**config.mk**
```make
export PLATFORM = sky130hd
export DESIGN_NAME = loop_damping_gain_config
export DESIGN_NICKNAME = d
export VERILOG_FILES = /design/src/rtl/loop_cfg_pkg.sv /design/src/rtl/loop_damping_gain_config.sv
export SDC_FILE = /design/constraint.sdc
export NUM_CORES = 1
export LEC_CHECK = 0
export ABC_AREA = 1
export BUFFER_PORTS_ARGS = -buffer_cell sky130_fd_sc_hd__buf_2
export CAP_MARGIN = 20
export CORE_UTILIZATION = 50
export DETAILED_ROUTE_END_ITERATION = 6
export PLACE_DENSITY = 0.79
export SLEW_MARGIN = 20
export SYNTH_ARGS = -nofsm -noshare
export SYNTH_HDL_FRONTEND = slang
export SYNTH_SLANG_ARGS = --single-unit
```
**constraint.sdc**
```tcl
create_clock -name i_ref_clk -period 2.2 [get_ports i_ref_clk]
set_input_delay 0.44 -clock i_ref_clk [delete_from_list [all_inputs] [get_ports i_ref_clk]]
set_output_delay 0.44 -clock i_ref_clk [all_outputs]
set_load 0.1 [all_outputs]
```
**src/rtl/loop_cfg_pkg.sv**
```systemverilog
package loop_cfg_pkg;

    localparam int unsigned ADDR_W = 8;
    localparam int unsigned DATA_W = 8;

    localparam logic [7:0] LOOP1_DAMPING_OFFSET = 8'h6B;
    localparam logic [7:0] LOOP2_GAIN_OFFSET    = 8'h6C;

    localparam logic [7:0] LOOP1_DAMPING_RESET  = 8'h14;
    localparam logic [7:0] LOOP2_GAIN_RESET     = 8'hC2;

    // Writable bits; a write clears all others, but the LOOP2 reset value sets bit 6
    localparam logic [7:0] LOOP1_DAMPING_MASK   = 8'h77;
    localparam logic [7:0] LOOP2_GAIN_MASK      = 8'h87;

    localparam int unsigned DAMP_CODE_LSB   = 0;
    localparam int unsigned LOWRATE_GAIN_LSB = 4;
    localparam int unsigned DIG_GAIN_LSB    = 0;
    localparam int unsigned AUTO_GAIN_BIT   = 7;

    // Damping factor in tenths
    localparam logic [7:0] DAMP_1P2 = 8'h0C;
    localparam logic [7:0] DAMP_2P5 = 8'h19;
    localparam logic [7:0] DAMP_5   = 8'h32;
    localparam logic [7:0] DAMP_10  = 8'h64;
    localparam logic [7:0] DAMP_20  = 8'hC8;
    localparam logic [7:0] DAMP_NONE = 8'h00;

    typedef enum logic [1:0]
    {
        BW_18HZ = 2'h0,
        BW_35HZ = 2'h1,
        BW_70HZ = 2'h2
    } loop_bw_t;

    typedef struct packed
    {
        logic              wr_en;
        logic [ADDR_W-1:0] addr;
        logic [DATA_W-1:0] wr_data;
    } reg_req_t;

    typedef struct packed
    {
        logic       enable;
        logic [2:0] gain;
    } pd_gain_t;

endpackage

```
**src/rtl/loop_damping_gain_config.sv**
```systemverilog
`timescale 1ns/10ps
`default_nettype none

module loop_damping_gain_config
(
    input  wire logic                   i_ref_clk,               // Clock
    input  wire logic                   i_rst_b,                 // Reset, low
    input  wire loop_cfg_pkg::reg_req_t i_req,                   // Access
    output logic [7:0]                  o_rd_data,               // Read data
    input  wire loop_cfg_pkg::loop_bw_t i_primary_bw,            // Bandwidth
    input  wire logic                   i_primary_lowrate,       // Low ref
    input  wire logic                   i_secondary_digital_fb,  // Digital
    input  wire logic [2:0]             i_secondary_analog_gain, // Analog
    output logic [7:0]                  o_primary_damping,       // Tenths
    output logic                        o_primary_damping_ok,    // Defined
    output logic [2:0]             o_primary_analog_lowrate_gain, // Gain
    output loop_cfg_pkg::pd_gain_t      o_secondary_pd_gain      // Gain
);

    // Register storage
    logic [7:0]             loop1_q;
    logic [7:0]             loop1_d;
    logic [7:0]             loop2_q;
    logic [7:0]             loop2_d;

    // Decoded outputs
    logic [7:0]             damp_q;
    logic [7:0]             damp_d;
    logic                   damp_ok_q;
    logic                   damp_ok_d;
    loop_cfg_pkg::pd_gain_t gain_q;
    loop_cfg_pkg::pd_gain_t gain_d;

    // Field views and strobes
    logic [2:0]             damp_code;
    logic                   auto_on;
    logic [2:0]             dig_gain;
    logic                   wr_loop1;
    logic                   wr_loop2;
    logic                   sel_loop1;
    logic                   sel_loop2;

    // Field slices below assume byte-wide registers and addresses
    if (loop_cfg_pkg::DATA_W != 8 || loop_cfg_pkg::ADDR_W != 8)
    begin : g_width_check
        $error("register bus must be eight bits wide");
    end

    // Address match, shared by the write and the read path
    function automatic logic reg_hit
    (
        input logic [7:0] addr,
        input logic [7:0] offset
    );
        return addr == offset;
    endfunction

    // Bandwidth codes outside the three loop settings are reserved
    function automatic logic bw_defined
    (
        input loop_cfg_pkg::loop_bw_t bw
    );
        return bw == loop_cfg_pkg::BW_18HZ ||
               bw == loop_cfg_pkg::BW_35HZ ||
               bw == loop_cfg_pkg::BW_70HZ;
    endfunction

    // Damping factor in tenths for one code at one bandwidth
    function automatic logic [7:0] damping_factor
    (
        input loop_cfg_pkg::loop_bw_t bw,
        input logic [2:0]             code
    );
        logic [7:0] factor;
        factor = loop_cfg_pkg::DAMP_NONE;
        case (code)
            3'h1: factor = loop_cfg_pkg::DAMP_1P2;
            3'h2: factor = loop_cfg_pkg::DAMP_2P5;
            3'h3: factor = loop_cfg_pkg::DAMP_5;
            3'h4:
            begin
                if (bw == loop_cfg_pkg::BW_18HZ)
                    factor = loop_cfg_pkg::DAMP_5;
                else
                    factor = loop_cfg_pkg::DAMP_10;
            end
            3'h5:
            begin
                if (bw == loop_cfg_pkg::BW_18HZ)
                    factor = loop_cfg_pkg::DAMP_5;
                else if (bw == loop_cfg_pkg::BW_35HZ)
                    factor = loop_cfg_pkg::DAMP_10;
                else
                    factor = loop_cfg_pkg::DAMP_20;
            end
            default:
            begin
                factor = loop_cfg_pkg::DAMP_NONE;
            end
        endcase
        return factor;
    endfunction

    assign damp_code = loop1_q[loop_cfg_pkg::DAMP_CODE_LSB +: 3];
    assign auto_on   = loop2_q[loop_cfg_pkg::AUTO_GAIN_BIT];
    assign dig_gain  = loop2_q[loop_cfg_pkg::DIG_GAIN_LSB +: 3];

    assign sel_loop1 = reg_hit(i_req.addr, loop_cfg_pkg::LOOP1_DAMPING_OFFSET);
    assign sel_loop2 = reg_hit(i_req.addr, loop_cfg_pkg::LOOP2_GAIN_OFFSET);
    assign wr_loop1  = i_req.wr_en && sel_loop1;
    assign wr_loop2  = i_req.wr_en && sel_loop2;

    always_comb
    begin
        loop1_d = loop1_q;
        loop2_d = loop2_q;
        if (wr_loop1)
        begin
            loop1_d = i_req.wr_data & loop_cfg_pkg::LOOP1_DAMPING_MASK;
        end
        if (wr_loop2)
        begin
            loop2_d = i_req.wr_data & loop_cfg_pkg::LOOP2_GAIN_MASK;
        end
    end

    // Read is a plain mux so a write shows on the next cycle
    always_comb
    begin
        o_rd_data = 8'h00;
        if (sel_loop1)
        begin
            o_rd_data = loop1_q;
        end
        else if (sel_loop2)
        begin
            o_rd_data = loop2_q;
        end
    end

    always_ff @(posedge i_ref_clk or negedge i_rst_b)
    begin
        if (!i_rst_b)
        begin
            loop1_q <= loop_cfg_pkg::LOOP1_DAMPING_RESET;
            loop2_q <= loop_cfg_pkg::LOOP2_GAIN_RESET;
        end
        else
        begin
            loop1_q <= loop1_d;
            loop2_q <= loop2_d;
        end
    end

    always_comb
    begin
        damp_ok_d = 1'b0;
        damp_d    = loop_cfg_pkg::DAMP_NONE;
        // Reserved bandwidth gives no factor rather than a guess
        if (bw_defined(i_primary_bw))
        begin
            damp_d    = damping_factor(i_primary_bw, damp_code);
            damp_ok_d = (damp_code >= 3'h1) && (damp_code <= 3'h5);
        end
    end

    always_comb
    begin
        gain_d.enable = auto_on;
        if (!auto_on || i_secondary_digital_fb)
        begin
            gain_d.gain = dig_gain;
        end
        else
        begin
            gain_d.gain = i_secondary_analog_gain;
        end
    end

    // Decoded outputs lag the register by one cycle
    always_ff @(posedge i_ref_clk or negedge i_rst_b)
    begin
        if (!i_rst_b)
        begin
            damp_q    <= loop_cfg_pkg::DAMP_NONE;
            damp_ok_q <= 1'b0;
            gain_q    <= '0;
        end
        else
        begin
            damp_q    <= damp_d;
            damp_ok_q <= damp_ok_d;
            gain_q    <= gain_d;
        end
    end

    assign o_primary_damping    = damp_q;
    assign o_primary_damping_ok = damp_ok_q;

    // low-rate analog gain field
    // Rate qualifier is applied by the loop, not here
    assign o_primary_analog_lowrate_gain =
        loop1_q[loop_cfg_pkg::LOWRATE_GAIN_LSB +: 3];

    assign o_secondary_pd_gain  = gain_q;

endmodule

`default_nettype wire

```
**After elaboration in Yosys (flattened, before gate mapping)**

Index checks and enable logic that the tools add are counted.

- Mux-type cells: 9
- Reductions and logical operators: 8
- Equal/unequal tests: 9
- $lt $le $gt $ge: 2

Operators by type and width:

| cell | number |
|---|---|
| $mux 8 | 5 |
| $pmux 8 s5 | 1 |
| $eq 8x7->1 const B | 2 |
| $mux 7 | 1 |
| $eq 3x2->1 const B | 2 |
| $eq 3x3->1 const B | 2 |
| $eq 3x1->1 const B | 1 |
| $ge 3x1->1 const B | 1 |
| $le 3x3->1 const B | 1 |
| $logic_and 1x1->1 | 3 |
| $logic_or 1x1->1 | 3 |
| $mux 3 | 1 |
| $eq 2x1->1 const B | 1 |
| $eq 2x2->1 const B | 1 |
| $logic_not 2->1 | 1 |
| $logic_not 1->1 | 1 |
| $mux 1 | 1 |

- Register bits after elaboration: 24
- Word-level logic and storage cells: 34
- Bits of input ports: 26

**Depth between registers and ports, before layout**

Gate-level depths: netlist (run 1).

- Depth in word-level cells: 5
- Mapped depth: 6

**Worst setup path after synthesis (run 1)**

OpenSTA, ideal clock, no wires.

- Kind: input -> output
- Start: input port i_req[15] (netlist bit)
- End: output port o_rd_data[7]
- Arrival: 2.747 ns
- Stages on the path: 3
- Required time: 1.760 ns
- Slack: -0.987 ns
- Cell sequence: nor2_1 > nand2_2 > nor3_1

- Cells in the longest elaborated chain, start to end: 3

RTL lines:

| element | RTL line | source |
|---|---|---|
| start: declaration | loop_damping_gain_config.sv:8 | `input wire loop_cfg_pkg::reg_req_t i_req,` |
| $eq 8x7->1 | loop_damping_gain_config.sv:55 | `return addr == offset;` |
| $mux 8 | loop_damping_gain_config.sv:135 | `else if (sel_loop2)` |
| $mux 8 * | loop_damping_gain_config.sv:131 | `if (sel_loop1)` |
| end: declaration | loop_damping_gain_config.sv:9 | `output logic [7:0] o_rd_data,` |

Every way passes the cells marked *; elsewhere a longest branch is shown, timed or not.

**Final worst setup path (run 1)**

- Start: register loop2_q[7]
- End: output port o_rd_data[7]

- Cells in the longest elaborated chain, start to end: 2

RTL lines:

| element | RTL line | source |
|---|---|---|
| start: declaration | loop_damping_gain_config.sv:23 | `logic [7:0] loop2_q;` |
| start signal: assignment | loop_damping_gain_config.sv:146 | `loop2_q <= loop_cfg_pkg::LOOP2_GAIN_RESET;` |
| start signal: assignment | loop_damping_gain_config.sv:151 | `loop2_q <= loop2_d;` |
| $mux 8 | loop_damping_gain_config.sv:135 |  |
| $mux 8 | loop_damping_gain_config.sv:131 |  |

No other way between the ends.

==> out/metrics.csv, run 1 <==
metric;value;unit
outcome;finished clean;
root buf cell;clkbuf_4;
full die area;2665;um^2
RSZ-0062 raised after global routing;no;
Cell variety after synth;23;
post-synthesis cell area;1231;um^2
critical path arrival;1.51;ns
cells on worst reg2reg path;4;
biggest fanout along the worst timing path;3;
number of placed I/O pins;50;
placeable core region;2276;um^2
Post-DP HPWL;1963;um
register-to-register setup slack;1.03;ns
Rel. slew slack;66.04;%
post-DR vias/cell;5.195;
number of buffers added to fix hold violations after cts;0;
achievable clock frequency;513.1;MHz
wire length of the first global-routing pass;4022;um
cell count after synthesis;138;
last weighted congestion value of the routability-driven placer;0.8756;
TritonCTS clock tree;yes;
final hold viol count;0;
pin count of the biggest net entering global routing;25;
total via count in the routed design;1091;
Worst-Skew Late Latency;0.31;ns
maximum vdd drop;0.3615;mV
detailed-route wire length;2510;um
share of cells above drive strength 1;40.66;%
slew at the pin closest to its max-slew limit;0.5094;ns
capturing element type of the critical path;output pin;
Worst Path Required;1.76;ns
area grow syn2layout;28.76;%
Synth Register Bits;24;
synthesized area divided by synthesized cell count;8.922;um^2
Clock Sinks;24;
power density normalized to cell area;585.2;nW/um^2
Cell Rows;17;
share of the core filled with cells in the final layout;69.65;%
Die Y;51.62;um
shortest clock period the worst path allows after layout;1.949;ns
initial standard-cell utilization of the core;54.10;%
remaining number of nets flagged by the antenna check after routing;0;
sum of overflow across all layers after global routing;0;
crit share post-route;88.59;%
sequential-to-total area share from yosys stat;49.29;%
fill cell instance count of the final layout;168;
Max Cap Violations;0;
clock-pin slew reported for the worst setup and hold paths after clock tree synthesis;0.13;ns
Avg WL per Cell;11.95;um
setup violators final;0;
Final Net Count;209;
synthesized net count;164;
R2R Path End;o_primary_damping[4];
overall routing resource usage;20.54;%
vias in the first global route;965;
Post CTS Setup Buffer Count;0;
I/O Buffers;46;
number of buffers created by CTS;3;
worst r2r src;loop1_q[2];
DRT iter0 DRCs;21;
initial antenna violation count;0;
worst setup skew after layout;0.0007117;ns
DRC violation count after routing;0;
DRT Pass-1 Iters;4;
path category of the worst min-delay check;primary input to async pin;
path type of the worst setup path;register to output pin;
Design Area, Final;1585;um^2
Resized Gates After CTS;0;
nature of the critical path startpoint;register;
Die X-Extent;51.62;um
level count of the clock H-tree;1;
ant diodes;0;
Leak Pwr;0.0009048;uW
Warnings, synthesis;0;
final count of pins violating max slew;0;
area post-placement;1549;um^2
number of buffers on the longest clock path;2;
==> worst max path at each step <==
stage,start,endpoint,cells past startpoint
2_1_floorplan,i_req[12],o_rd_data[4],5
3_3_place_gp,i_req[12],o_rd_data[4],7
3_5_place_dp,i_req[12],o_rd_data[4],7
4_1_cts,loop2_q[7],o_rd_data[7],3
5_1_grt,loop2_q[7],o_rd_data[7],3
6_report,loop2_q[7],o_rd_data[7],3
==> cells in the final DEF, fill, tap and decap left out, drive strengths merged <==
cell type,n
conb,1
or2,1
nor4,2
inv,18
nand3,9
nor3,1
dfrtp,19
a21oi,4
nand2,43
nand4,6
nor2,12
nand3b,1
a31oi,2
buf,46
dfstp,5
o21ai,8
clkbuf,4
==> flip-flops by register name, indices dropped and copies added (netlist names) <==
register / count
loop1_q: 6
loop2_q: 5
o_primary_damping: 8
o_primary_damping_ok: 1
o_secondary_pd_gain: 4
==> logic make-up after synthesis <==
kind of cell,after synthesis,share of synthesized area (%)
other,1,0.3046
buffers and inverters,24,8.943
AO/OA/AOI/OAI,14,6.809
AND/OR/NAND/NOR,75,34.65
flip-flops,24,49.29
==> stage by stage <==
stage | power, uW | setup TNS (ns) | instances | hold slack, ns | setup slack (ns)
after global routing | 963.9 | 0 | 210 | 0.1112 | 0.1523
after floorplan | 652.5 | -0.7978 | 138 | 0.1444 | -0.3383
after CTS | 930.4 | 0 | 210 | 0.09255 | 0.2408
after detailed placement | 706.1 | 0 | 206 | 0.4001 | 0.3459
final | 927.7 | 0 | 210 | 0.07337 | 0.2509
after global placement | 700.0 | 0 | 206 | 0.4019 | 0.3901
==> layout make-up <==
class	count	area, um^2	area share (%)
Sequential cell	24	606.8	38.28
Multi-Input combinational cell	90	519.2	32.75
Timing Repair Buffer	46	320.3	20.21
Inverter	18	67.56	4.262
Clock buffer	4	36.28	2.289
Tap cell	28	35.03	2.210
==> power breakdown <==
part           switching (uW)  internal [uW]  leakage [uW]  total (uW)
clock                     129            101     0.0000210         230
sequential               10.4            464      0.000314         474
combinational             181           42.1      0.000570         223
total                     321            607      0.000905         928
==> worst max-delay path, cell delays in order (launching register included) <==
cell     delay (ns)
dfstp_2        0.56
inv_1          0.05
nor3_2         0.14
buf_2          0.44
==> routing by layer <==
layer  vias to the layer above  track usage (%)  part of all wire (%)  wire length [um]
li1                        525                -                     -                 -
met1                       513            23.82                    40              1002
met2                        47            36.58                    52              1295
met3                         6            2.632                   6.4               160
met4                         0            10.81                   2.0                51
met5                         -                0                     0                 0
==> cell usage after synthesis (all sizes together) <==
cell	count	area (um^2)
dfstp	5	131.4
nor4	2	12.51
buf	6	42.54
a21oi	4	20.02
nand3	9	70.06
nor3	1	5.000
nand4	6	37.54
nor2	12	93.84
a31oi	2	12.51
nand3b	1	7.510
or2	1	6.260
nand2	43	193.9
inv	18	67.56
dfrtp	19	475.5
conb	1	3.750
o21ai	8	51.30
No activity file was read; power rests on OpenSTA's default activity.
==> inputs of run 2 (changes only) <==
CTS_BUF_LIST = sky130_fd_sc_hd__clkbuf_8 sky130_fd_sc_hd__clkbuf_16   (was default)
REMOVE_ABC_BUFFERS = 1   (was default)
clock period = 2.3 ns   (was 2.2 ns; I/O delays follow)
==> run 2 against run 1 <==
Against the previous run:
- cell area down 1.0%
- die area did not move
- worst hold slack gained 0.082 ns
==> out/metrics.csv, run 2 (synthesis gave the netlist of run 1 again) <==
metric;value;unit
worst setup skew after layout;0.001606;ns
number of buffers added to fix hold violations after cts;0;
Clock Sinks;24;
overall routing resource usage;20.58;%
Post CTS Setup Buffer Count;0;
most common library cell in the layout ignoring fill and taps;buf_2;
post-DR vias/cell;4.990;
biggest fanout along the worst timing path;10;
vias in the first global route;945;
number of buffers on the longest clock path;2;
total via count in the routed design;1048;
final hold viol count;0;
number of placed cells counting well taps;206;
number of placed I/O pins;50;
DRC violation count after routing;0;
Die X-Extent;51.62;um
final instance count without filler cells;210;
shortest clock period the worst path allows after layout;2.008;ns
Avg WL per Cell;11.26;um
Resized Gates After CTS;0;
path category of the worst min-delay check;primary input to async pin;
DRT iter0 DRCs;16;
wire length of the first global-routing pass;4015;um
full die area;2665;um^2
placeable core region;2276;um^2
setup violators final;0;
outcome;finished clean;
ant diodes;0;
remaining number of nets flagged by the antenna check after routing;0;
worst r2r src;loop2_q[7];
Post-DP HPWL;1836;um
level count of the clock H-tree;1;
Die Y;51.62;um
post-route worst hold slack;0.1551;ns
initial standard-cell utilization of the core;54.10;%
path type of the worst setup path;primary input to output pin;
final setup margin;0.2922;ns
Final Net Count;209;
I/O Buffers;46;
RSZ-0062 raised after global routing;no;
critical path arrival;1.55;ns
achievable clock frequency;498.0;MHz
maximum vdd drop;0.3756;mV
crit share post-route;87.30;%
DRT Pass-1 Iters;4;
total negative slack for setup checks;0;ns
commonest cells after routing, fill and taps aside;buf_2 (42), nand2_1 (36), dfrtp_1 (19), inv_1 (15), nor2_1 (9);
area grow syn2layout;27.44;%
nature of the critical path startpoint;primary input;
dpl ws;0.3007;ns
Max Cap Violations;0;
Leak Pwr;0.0009075;uW
capturing element type of the critical path;output pin;
max reg flops;8;
final count of pins violating max slew;0;
initial antenna violation count;0;
TritonCTS clock tree;yes;
share of cells above drive strength 1;40.11;%
start point of the critical path;i_req[12];
Worst-Skew Late Latency;0.26;ns
sum of overflow across all layers after global routing;0;
clock-pin slew reported for the worst setup and hold paths after clock tree synthesis;0.08;ns
power density normalized to cell area;600.2;nW/um^2
number of buffers created by CTS;3;
fill cell instance count of the final layout;181;
pin count of the biggest net entering global routing;25;
root buf cell;clkbuf_8;
detailed-route wire length;2365;um
last weighted congestion value of the routability-driven placer;0.9130;
Cell Rows;17;
Worst Path Required;1.84;ns
==> run 2: changes by cell type in the layout (fill, tap and decap cells not counted) <==
cell	delta
buf_12	-2
buf_2	+2
clkbuf_8	+3
nor3_1	+1
clkbuf_4	-3
nor3_2	-1
==> run 2: final timing paths <==
check / end / slack (ns) / cells past startpoint
max in group asynchronous: loop1_q[4] / 1.78 / 1
worst min register to register: o_secondary_pd_gain[3] / 0.41 / 0
min in group i_ref_clk: loop2_q[7] / 0.41 / 3
worst max-delay path: o_rd_data[5] / 0.29 / 7
worst min-delay path: o_secondary_pd_gain[2] / 0.16 / 1
worst max register to register: o_secondary_pd_gain[1] / 1.16 / 4
==> run 2: power by group <==
part | internal, uW | switching (uW) | leakage, uW
logic | 40.3 | 171 | 0.000565
clock network | 152 | 124 | 0.0000288
registers | 444 | 10.3 | 0.000314
==> run 2: critical path, cell delays in order <==
cell	delay [ns]
buf_2	0.11
inv_1	0.06
nand2_2	0.08
nor2_8	0.20
nand2_4	0.11
nor2_1	0.10
buf_2	0.43
==> run 2: per-layer routing <==
layer  wire (um)  up-vias  global-route usage, %
met5           0        -                      0
li1            -      527                      -
met2        1154       46                  35.50
met4          26        0                  9.459
met3         159        2                  3.216
met1        1024      473                  25.10
==> run 2: layout make-up <==
type / count / area, um^2 / area share (%)
multi-input cells: 90 / 514.2 / 32.78
inverters: 18 / 67.56 / 4.306
repair buffers: 46 / 290.3 / 18.50
well taps: 28 / 35.03 / 2.233
flip-flops and latches: 24 / 606.8 / 38.68
clock buffers: 4 / 55.05 / 3.509
==> run 2: stage by stage <==
stage | total power, uW | cell area [um^2] | utilization, %
4_1_cts | 949.3 | 1569 | 68.94
5_1_grt | 977.9 | 1569 | 68.94
3_3_place_gp | 669.5 | 1514 | 66.52
6_report | 941.7 | 1569 | 68.94
3_5_place_dp | 674.2 | 1514 | 66.52
2_1_floorplan | 615.2 | 1189 | -
